--- src/logic/scd_map.vh ---
// register offsets, field positions, reset values and divide ratios of the clock block
`ifndef SCD_MAP_VH
`define SCD_MAP_VH

// register byte addresses
`define SCD_ADDR_MODE         4'h0
`define SCD_ADDR_MODE2        4'h4
`define SCD_ADDR_STATUS       4'h8

// cpu_mode_register fields
`define SCD_MODE_DIV_HI       7
`define SCD_MODE_DIV_LO       6
`define SCD_MODE_MAIN_STOP    5
`define SCD_MODE_SUB_ON       4
`define SCD_MODE_LOW_SPEED    3

// cpu_mode_register_second fields
`define SCD_MODE2_INT_STOP    0

// divide field codes
`define SCD_DIV_MAIN2         2'h0
`define SCD_DIV_MAIN8         2'h1
`define SCD_DIV_MAIN4         2'h2
`define SCD_DIV_INTERNAL      2'h3

// reset values
`define SCD_MODE_RST_INT      8'hE0
`define SCD_MODE_RST_MAIN8    8'h40
`define SCD_MODE2_RST_INT     8'h00
`define SCD_MODE2_RST_MAIN8   8'h01

// source select codes
`define SCD_SRC_INTERNAL      2'h0
`define SCD_SRC_MAIN          2'h1
`define SCD_SRC_SUB           2'h2

// half periods, in oscillator rising edges
`define SCD_HALF_INTERNAL     5'h10
`define SCD_HALF_MAIN8        5'h04
`define SCD_HALF_MAIN4        5'h02
`define SCD_HALF_MAIN2        5'h01
`define SCD_HALF_SUB          5'h01

// bus responses
`define SCD_RESP_OKAY         2'h0
`define SCD_RESP_SLVERR       2'h2

`endif

--- src/logic/scd_divider.v ---
// edge-counting divider for one sampled oscillator input
`timescale 1ns/1ps
module scd_divider
#(
   parameter W = 5
)
(
   // clock and control
   input  wire         clk,
   input  wire         sys_rst,
   input  wire         ce,
   // oscillator and ratio
   input  wire         osc_in,
   input  wire         osc_run,
   input  wire [W-1:0] half,
   // divided output
   output reg          div_out
);

   localparam [W-1:0] CNT_ONE = {{(W-1){1'b0}}, 1'b1};

   reg         osc_prev;
   reg [W-1:0] cnt;
   wire        rise = osc_in & ~osc_prev;

   always @(posedge clk)
   begin
      if (sys_rst)
      begin
         osc_prev <= 1'b0;
         cnt      <= {W{1'b0}};
         div_out  <= 1'b0;
      end
      else if (ce)
      begin
         osc_prev <= osc_in;
         // a stopped oscillator gives no edges, output holds
         if (osc_run && rise)
         begin
            if (cnt + CNT_ONE >= half)
            begin
               cnt     <= {W{1'b0}};
               div_out <= ~div_out;
            end
            else
               cnt <= cnt + CNT_ONE;
         end
      end
   end

endmodule

--- src/logic/scd_clock_mux.v ---
// glitch-free selector of the divided clock sources
`timescale 1ns/1ps
`include "scd_map.vh"
module scd_clock_mux
(
   // clock and control
   input  wire       clk,
   input  wire       sys_rst,
   input  wire       ce,
   // divided sources
   input  wire       clk_internal,
   input  wire       clk_main,
   input  wire       clk_sub,
   input  wire [1:0] sel_req,
   // system clock
   output reg  [1:0] sel_cur,
   output reg        sys_clk
);

   function src_level;
      input [1:0] sel;
      input       a;
      input       b;
      input       c;
      begin
         case (sel)
            `SCD_SRC_MAIN: src_level = b;
            `SCD_SRC_SUB:  src_level = c;
            default:       src_level = a;
         endcase
      end
   endfunction

   wire next_level = src_level(sel_cur, clk_internal, clk_main, clk_sub);
   wire req_level  = src_level(sel_req, clk_internal, clk_main, clk_sub);

   always @(posedge clk)
   begin
      if (sys_rst)
      begin
         sel_cur <= `SCD_SRC_INTERNAL;
         sys_clk <= 1'b0;
      end
      else if (ce)
      begin
         // switch only while old and new are both low, no runt pulse
         if (sel_req != sel_cur && !next_level && !req_level && !sys_clk)
         begin
            sel_cur <= sel_req;
            sys_clk <= 1'b0;
         end
         else
            sys_clk <= next_level;
      end
   end

endmodule

--- src/logic/scd_clock_source.v ---
// system clock source selection and division with register access
//
// Notes on behaviour
// strap low or flash: internal oscillator only
// strap high: main oscillator, divide by eight
// main mode ignores main stop bit
// low-speed: port switch zero halts sub-clock
// internal mode: internal stop works only on ROM variant
// internal mode divides internal oscillator by 32
// main mode divides by eight, four, two
// one glitch-free multiplexer picks system clock
// low-speed clock is half sub-clock
// mode bits five, four and second bit zero
// low-speed: ROM stops internal, flash obeys bit
//
// Implementation choices: the AXI4-Lite interface to the registers and the address map.
`timescale 1ns/1ps
`include "scd_map.vh"
module scd_clock_source
#(
   parameter FLASH_VARIANT = 0
)
(
   // clock and control
   input  wire        clk,
   input  wire        sys_rst,
   input  wire        ce,
   // oscillator and strap pins
   input  wire        reset_source_strap,
   input  wire        main_osc_input,
   input  wire        sub_osc_input,
   input  wire        int_osc_input,
   // oscillator controls
   output reg         main_osc_run,
   output reg         sub_osc_run,
   output reg         int_osc_run,
   output reg         sub_pins_gpio,
   // system clock
   output wire        sys_clk,
   // axi4-lite write address
   input  wire [3:0]  s_axi_awaddr,
   input  wire        s_axi_awvalid,
   output reg         s_axi_awready,
   // axi4-lite write data
   input  wire [31:0] s_axi_wdata,
   input  wire [3:0]  s_axi_wstrb,
   input  wire        s_axi_wvalid,
   output reg         s_axi_wready,
   // axi4-lite write response
   output reg  [1:0]  s_axi_bresp,
   output reg         s_axi_bvalid,
   input  wire        s_axi_bready,
   // axi4-lite read address
   input  wire [3:0]  s_axi_araddr,
   input  wire        s_axi_arvalid,
   output reg         s_axi_arready,
   // axi4-lite read data
   output reg  [31:0] s_axi_rdata,
   output reg  [1:0]  s_axi_rresp,
   output reg         s_axi_rvalid,
   input  wire        s_axi_rready
);

   reg  [7:0] cpu_mode_register;
   reg  [7:0] cpu_mode_register_second;
   reg        init_pending;
   reg  [3:0] aw_addr;
   reg        aw_held;
   reg  [7:0] w_data;
   reg        w_lane0;
   reg        w_held;
   wire [1:0] sel_cur;
   wire       div_int;
   wire       div_main;
   wire       div_sub;

   // ------------------------------------------------
   // mode decoding
   // ------------------------------------------------
   function [1:0] source_of;
      input [7:0] mode;
      begin
         if (mode[`SCD_MODE_LOW_SPEED])
            source_of = `SCD_SRC_SUB;
         else if (mode[`SCD_MODE_DIV_HI:`SCD_MODE_DIV_LO] == `SCD_DIV_INTERNAL)
            source_of = `SCD_SRC_INTERNAL;
         else
            source_of = `SCD_SRC_MAIN;
      end
   endfunction

   function [4:0] main_half;
      input [1:0] div;
      begin
         case (div)
            `SCD_DIV_MAIN8: main_half = `SCD_HALF_MAIN8;
            `SCD_DIV_MAIN4: main_half = `SCD_HALF_MAIN4;
            default:        main_half = `SCD_HALF_MAIN2;
         endcase
      end
   endfunction

   wire [1:0] mode_src  = source_of(cpu_mode_register);
   wire       main_stop = cpu_mode_register[`SCD_MODE_MAIN_STOP];
   wire       sub_on    = cpu_mode_register[`SCD_MODE_SUB_ON];
   wire       int_stop  = cpu_mode_register_second[`SCD_MODE2_INT_STOP];

   // ------------------------------------------------
   // oscillator run controls
   // ------------------------------------------------
   reg next_main_run;
   reg next_int_run;

   always @*
   begin
      // main gated by bit five
      next_main_run = ~main_stop;
      // main mode keeps main running
      if (mode_src == `SCD_SRC_MAIN)
         next_main_run = 1'b1;
      // internal gated by second bit zero
      next_int_run = ~int_stop;
      // flash ignores internal stop in internal mode
      if (mode_src == `SCD_SRC_INTERNAL && FLASH_VARIANT != 0)
         next_int_run = 1'b1;
      // low-speed stops internal on ROM
      if (mode_src == `SCD_SRC_SUB && FLASH_VARIANT == 0)
         next_int_run = 1'b0;
   end

   always @(posedge clk)
   begin
      if (sys_rst)
      begin
         main_osc_run  <= 1'b0;
         sub_osc_run   <= 1'b0;
         int_osc_run   <= 1'b1;
         sub_pins_gpio <= 1'b1;
      end
      else if (ce)
      begin
         main_osc_run  <= next_main_run;
         // port switch zero halts sub-clock
         sub_osc_run   <= sub_on;
         sub_pins_gpio <= ~sub_on;
         int_osc_run   <= next_int_run;
      end
   end

   // ------------------------------------------------
   // dividers and source multiplexer
   // ------------------------------------------------
   // internal divided by 32
   scd_divider #(.W(5)) u_div_int
   (
      .clk     (clk),
      .sys_rst (sys_rst),
      .ce      (ce),
      .osc_in  (int_osc_input),
      .osc_run (int_osc_run),
      .half    (`SCD_HALF_INTERNAL),
      .div_out (div_int)
   );

   // main divided by eight, four, two
   scd_divider #(.W(5)) u_div_main
   (
      .clk     (clk),
      .sys_rst (sys_rst),
      .ce      (ce),
      .osc_in  (main_osc_input),
      .osc_run (main_osc_run),
      .half    (main_half(cpu_mode_register[`SCD_MODE_DIV_HI:`SCD_MODE_DIV_LO])),
      .div_out (div_main)
   );

   // sub-clock halved
   scd_divider #(.W(5)) u_div_sub
   (
      .clk     (clk),
      .sys_rst (sys_rst),
      .ce      (ce),
      .osc_in  (sub_osc_input),
      .osc_run (sub_osc_run),
      .half    (`SCD_HALF_SUB),
      .div_out (div_sub)
   );

   // single glitch-free selector
   scd_clock_mux u_mux
   (
      .clk          (clk),
      .sys_rst      (sys_rst),
      .ce           (ce),
      .clk_internal (div_int),
      .clk_main     (div_main),
      .clk_sub      (div_sub),
      .sel_req      (mode_src),
      .sel_cur      (sel_cur),
      .sys_clk      (sys_clk)
   );

   // ------------------------------------------------
   // mode registers and write channel
   // ------------------------------------------------
   wire do_write = aw_held && w_held && !s_axi_bvalid;

   always @(posedge clk)
   begin
      if (sys_rst)
      begin
         // reset into internal mode
         cpu_mode_register        <= `SCD_MODE_RST_INT;
         cpu_mode_register_second <= `SCD_MODE2_RST_INT;
         init_pending             <= 1'b1;
         aw_held                  <= 1'b0;
         w_held                   <= 1'b0;
         aw_addr                  <= 4'h0;
         w_data                   <= 8'h00;
         w_lane0                  <= 1'b0;
         s_axi_awready            <= 1'b0;
         s_axi_wready             <= 1'b0;
         s_axi_bvalid             <= 1'b0;
         s_axi_bresp              <= `SCD_RESP_OKAY;
      end
      else if (ce)
      begin
         s_axi_awready <= !aw_held && !s_axi_awready;
         s_axi_wready  <= !w_held && !s_axi_wready;
         if (s_axi_awvalid && s_axi_awready)
         begin
            aw_held       <= 1'b1;
            aw_addr       <= s_axi_awaddr;
            s_axi_awready <= 1'b0;
         end
         if (s_axi_wvalid && s_axi_wready)
         begin
            w_held       <= 1'b1;
            w_data       <= s_axi_wdata[7:0];
            w_lane0      <= s_axi_wstrb[0];
            s_axi_wready <= 1'b0;
         end
         if (init_pending)
         begin
            init_pending <= 1'b0;
            // strap high starts main divided by eight
            if (FLASH_VARIANT == 0 && reset_source_strap)
            begin
               cpu_mode_register        <= `SCD_MODE_RST_MAIN8;
               cpu_mode_register_second <= `SCD_MODE2_RST_MAIN8;
            end
         end
         else if (do_write)
         begin
            s_axi_bvalid <= 1'b1;
            s_axi_bresp  <= `SCD_RESP_OKAY;
            case (aw_addr)
               `SCD_ADDR_MODE:
                  if (w_lane0)
                     cpu_mode_register <= w_data;
               `SCD_ADDR_MODE2:
                  if (w_lane0)
                     cpu_mode_register_second <= w_data;
               `SCD_ADDR_STATUS:
                  s_axi_bresp <= `SCD_RESP_OKAY;
               default:
                  s_axi_bresp <= `SCD_RESP_SLVERR;
            endcase
         end
         if (s_axi_bvalid && s_axi_bready)
         begin
            s_axi_bvalid <= 1'b0;
            aw_held      <= 1'b0;
            w_held       <= 1'b0;
         end
      end
   end

   // ------------------------------------------------
   // read channel
   // ------------------------------------------------
   reg [31:0] next_rdata;
   reg [1:0]  next_rresp;

   always @*
   begin
      next_rdata = 32'h00000000;
      next_rresp = `SCD_RESP_OKAY;
      case (s_axi_araddr)
         `SCD_ADDR_MODE:   next_rdata[7:0] = cpu_mode_register;
         `SCD_ADDR_MODE2:  next_rdata[7:0] = cpu_mode_register_second;
         `SCD_ADDR_STATUS: next_rdata[7:0] = {2'h0, sel_cur, sub_pins_gpio,
                                              int_osc_run, sub_osc_run, main_osc_run};
         default:          next_rresp = `SCD_RESP_SLVERR;
      endcase
   end

   always @(posedge clk)
   begin
      if (sys_rst)
      begin
         s_axi_arready <= 1'b0;
         s_axi_rvalid  <= 1'b0;
         s_axi_rdata   <= 32'h00000000;
         s_axi_rresp   <= `SCD_RESP_OKAY;
      end
      else if (ce)
      begin
         s_axi_arready <= !s_axi_rvalid && !s_axi_arready && !s_axi_arvalid ? 1'b1 :
                          (!s_axi_rvalid && !s_axi_arready);
         if (s_axi_arvalid && s_axi_arready)
         begin
            s_axi_arready <= 1'b0;
            s_axi_rvalid  <= 1'b1;
            s_axi_rdata   <= next_rdata;
            s_axi_rresp   <= next_rresp;
         end
         else if (s_axi_rvalid && s_axi_rready)
            s_axi_rvalid <= 1'b0;
      end
   end

endmodule

--- config.mk ---
export PLATFORM = sky130hd
export DESIGN_NAME = scd_clock_source
export DESIGN_NICKNAME = d
export VERILOG_FILES = /design/src/logic/scd_divider.v /design/src/logic/scd_clock_mux.v /design/src/logic/scd_clock_source.v
export VERILOG_INCLUDE_DIRS = /design/src /design/src/logic
export SDC_FILE = /design/constraint.sdc
export NUM_CORES = 1
export LEC_CHECK = 0
export CORE_UTILIZATION = 30
export CTS_CLUSTER_DIAMETER = 100
export DETAILED_ROUTE_END_ITERATION = 10
export DONT_BUFFER_PORTS = 1
export GPL_TIMING_DRIVEN = 0
export SYNTH_ARGS = -nofsm -noshare
export SYNTH_HDL_FRONTEND = slang
export SYNTH_SLANG_ARGS = --single-unit
--- constraint.sdc ---
create_clock -name clk -period 6 [get_ports clk]
set_input_delay 0.6 -clock clk [delete_from_list [all_inputs] [get_ports clk]]
set_output_delay 0.6 -clock clk [all_outputs]
set_load 0.01 [all_outputs]
==> flow_summary.toml <==
[outcome]
status = "finished, violations left"
violations = "DRC"

[global_routing]
grt_pass1_vias = 2713
grt_max_degree = 13
antenna_found_initial = 0
grt.met3_usage_pct = 4.68
grt_util_all_layers_pct = 14.5
grt_pass1_wl_um = 14000
grtUsageMet2_pct = 22.8
grt_busiest_layer = "met2"
grt.overflow.total = 0
grtUsageMet1_pct = 19.3

[sta]
whs_ns = 0.410
hold_viol_final = 0
finalCriticalPeriod_ns = 2.15
setup_viol = 0
slew_headroom_pct = 54.9
rsz0062_at_grt = "no"
fin_crit_sh_pct = 35.8
setup_tns_ns = 0
fmax_ghz = 0.466
tightest_slew_ns = 0.676
skew_ns = 0.00675
report.final.slew_viol_count = 0

[routing]
via_per_inst = 4.89
first_pass_iters = 9
drc = 8
finalWirelength_um = 8650
post_drt_wl_per_cell_um = 14.7
vias = 2875
drt_iter0_drc = 121
ant_nets = 0

[layout]
area_growth_pct = 15.8
insertedDiodeCount = 0
drive_gt1_share_pct = 14.6
fin_util_pct = 36.1
fin_nets = 508

[cts]
cts_sinks = 75
clockBufferDepth = 2
cts.hold.buffers_added = 0
cts.repair.resized = 0
cts_tree = "yes"
clkTransAtPathRegs_ns = 0.06
cts_buffers = 9
cts_setup_buffers = 0
clk_latency_ns = 0.33
cts_max_level = 3
root_buffer = "clkbuf_16"

[synth]
ys_warn_count = 0
synth_ff_type = "dfxtp_1"
syn_area_per_cell_um2 = 8.92
synth_cells = 404
synth_area_leaders = "dfxtp_1, mux2i_1, buf_4, ha_1, nand2_1"
synth.distinct_cells = 56
ys_async_sr_fraction_pct = 0
ys_ff_latch = 75
synth-seq-area-share_pct = 41.7
synth_edf_count = 0
netlist_area_um2 = 3600
yosysTopAreaCell = "dfxtp_1"
synth_top_area_share_pct = 41.7

[pwr]
ir_worst_vdd_mv = 0.136
p_per_area_nw_per_um2 = 275
finalPower_w = 0.00115
p_leak_nw = 1.75

[worst_setup_path]
r2r_end = "u_div_main.cnt[0]"
end_kind = "flip-flop"
worst-path-max-fanout = 5
rr_worst_depth = 7
r2r_slack_ns = 3.85
r2r-start = "u_div_main.cnt[0]"
path_class = "flip-flop to flip-flop"
required_ns = 6.24
startpoint_type = "flip-flop"
worstPathArrival_ns = 2.38

[flow_run]
cap_violations = 0

[floorplanning]
fp.dieW_um = 112
initial_core_util_pct = 31.2
std_cell_rows = 39
dieHeight_um = 112
ios = 102
core_area_um2 = 11600
die_area_um2 = 12500

[worst_hold_path]
hold_start = "s_axi_wdata[5]"
hp-class = "input port to flip-flop"
hold_path_end = "w_data[5]"
hold_depth = 2

[placement]
io_buffers = 0
hpwl_um = 6570
place.gp.congestion = 0.804
-- cell type report --
cell class / count / area [µm²]
Sequential cell: 75 / 1500
Fill cell: 1197 / 7390
Multi-Input combinational cell: 296 / 1870
Clock buffer: 11 / 243
Inverter: 15 / 56.3
Clock inverter: 5 / 52.6
Buffer: 43 / 269
Tap cell: 143 / 179
-- Yosys cell counts, types with 4 or more instances --
cell type,count
a21oi_1,28
a22oi_1,8
a31o_2,5
a31oi_1,5
and3_1,9
buf_1,4
buf_2,4
buf_4,27
clkbuf_1,7
dfxtp_1,75
ha_1,12
inv_1,13
mux2i_1,25
nand2_1,40
nand3_1,16
nor2_1,31
nor2b_1,5
nor3_1,15
o21ai_0,9
o2bb2ai_1,6
or3_1,4
-- power breakdown --
part | internal, W | leakage, nW | total, W | switching, W
clock network | 0.000331 | 0.145 | 0.000529 | 0.000198
registers | 0.000509 | 0.608 | 0.000523 | 0.0000135
logic | 0.0000379 | 0.996 | 0.0000946 | 0.0000567
total | 0.000878 | 1.75 | 0.00115 | 0.000269
-- layer usage --
layer	share of wire [%]	routed length, µm
met1	47	4030
met2	46	3960
met3	7.4	636
met4	0.28	24
met5	0	0
-- sequential cells by signal, indices dropped and copies added (netlist names), 2 cells and up --
signal and cells:
cpu_mode_register 8, cpu_mode_register_second 8, s_axi_rdata 8, w_data 8, u_div_int.cnt 5, u_div_main.cnt 5
u_div_sub.cnt 5, aw_addr 4, u_mux.sel_cur 2
-- cell families after synthesis --
logic type / Yosys count / synth area share (%)
buffers and inverters: 58 / 9.02
other: 1 / 0.104
muxes: 28 / 7.88
DFF: 75 / 41.7
xor gates and xnor gates: 3 / 0.729
adders and majority gates: 12 / 4.17
AOI/OAI and AO/OA: 84 / 15.9
and+or+nand+nor: 143 / 20.5
-- how the worst max path moves through the flow --
stage	startpoint	to	slack (ns)	cells past startpoint
2_1_floorplan	u_div_main.cnt[0]	u_div_main.cnt[0]	4.12	7
3_3_place_gp	u_div_main.cnt[0]	u_div_main.cnt[0]	3.86	7
3_5_place_dp	u_div_main.cnt[0]	u_div_main.cnt[0]	3.86	7
4_1_cts	u_div_main.cnt[0]	u_div_main.cnt[0]	3.84	7
5_1_grt	u_div_main.cnt[0]	u_div_main.cnt[0]	3.58	7
6_report	u_div_main.cnt[0]	u_div_main.cnt[0]	3.85	7
-- critical path, stage by stage (launching register included) --
cell	delay [ns]
dfxtp_1	0.42
ha_1	0.28
xor2_1	0.17
ha_1	0.26
a21o_1	0.15
a31oi_1	0.35
o211ai_1	0.19
o31ai_1	0.23
-- layout by cell type, fill, tap and decap left out, types with 12 or more instances in the layout --
cell     Yosys  layout
nand2_1     40      40
nor3_1      15      15
inv_1       13      13
ha_1        12      12
nand3_1     16      16
nor2_1      31      31
dfxtp_1     75      75
buf_4       27      27
conb_1       1      26
a21oi_1     28      28
mux2i_1     25      25
-- metrics by stage --
step	area, µm²	cells	setup slack, ns
floorplan	3700	429	4.12
global route	4170	588	3.58
detailed placement	3880	572	3.86
global placement	3880	572	3.86
finish	4170	588	3.85
CTS	4170	588	3.84
No activity file was read; power rests on OpenSTA's default activity.
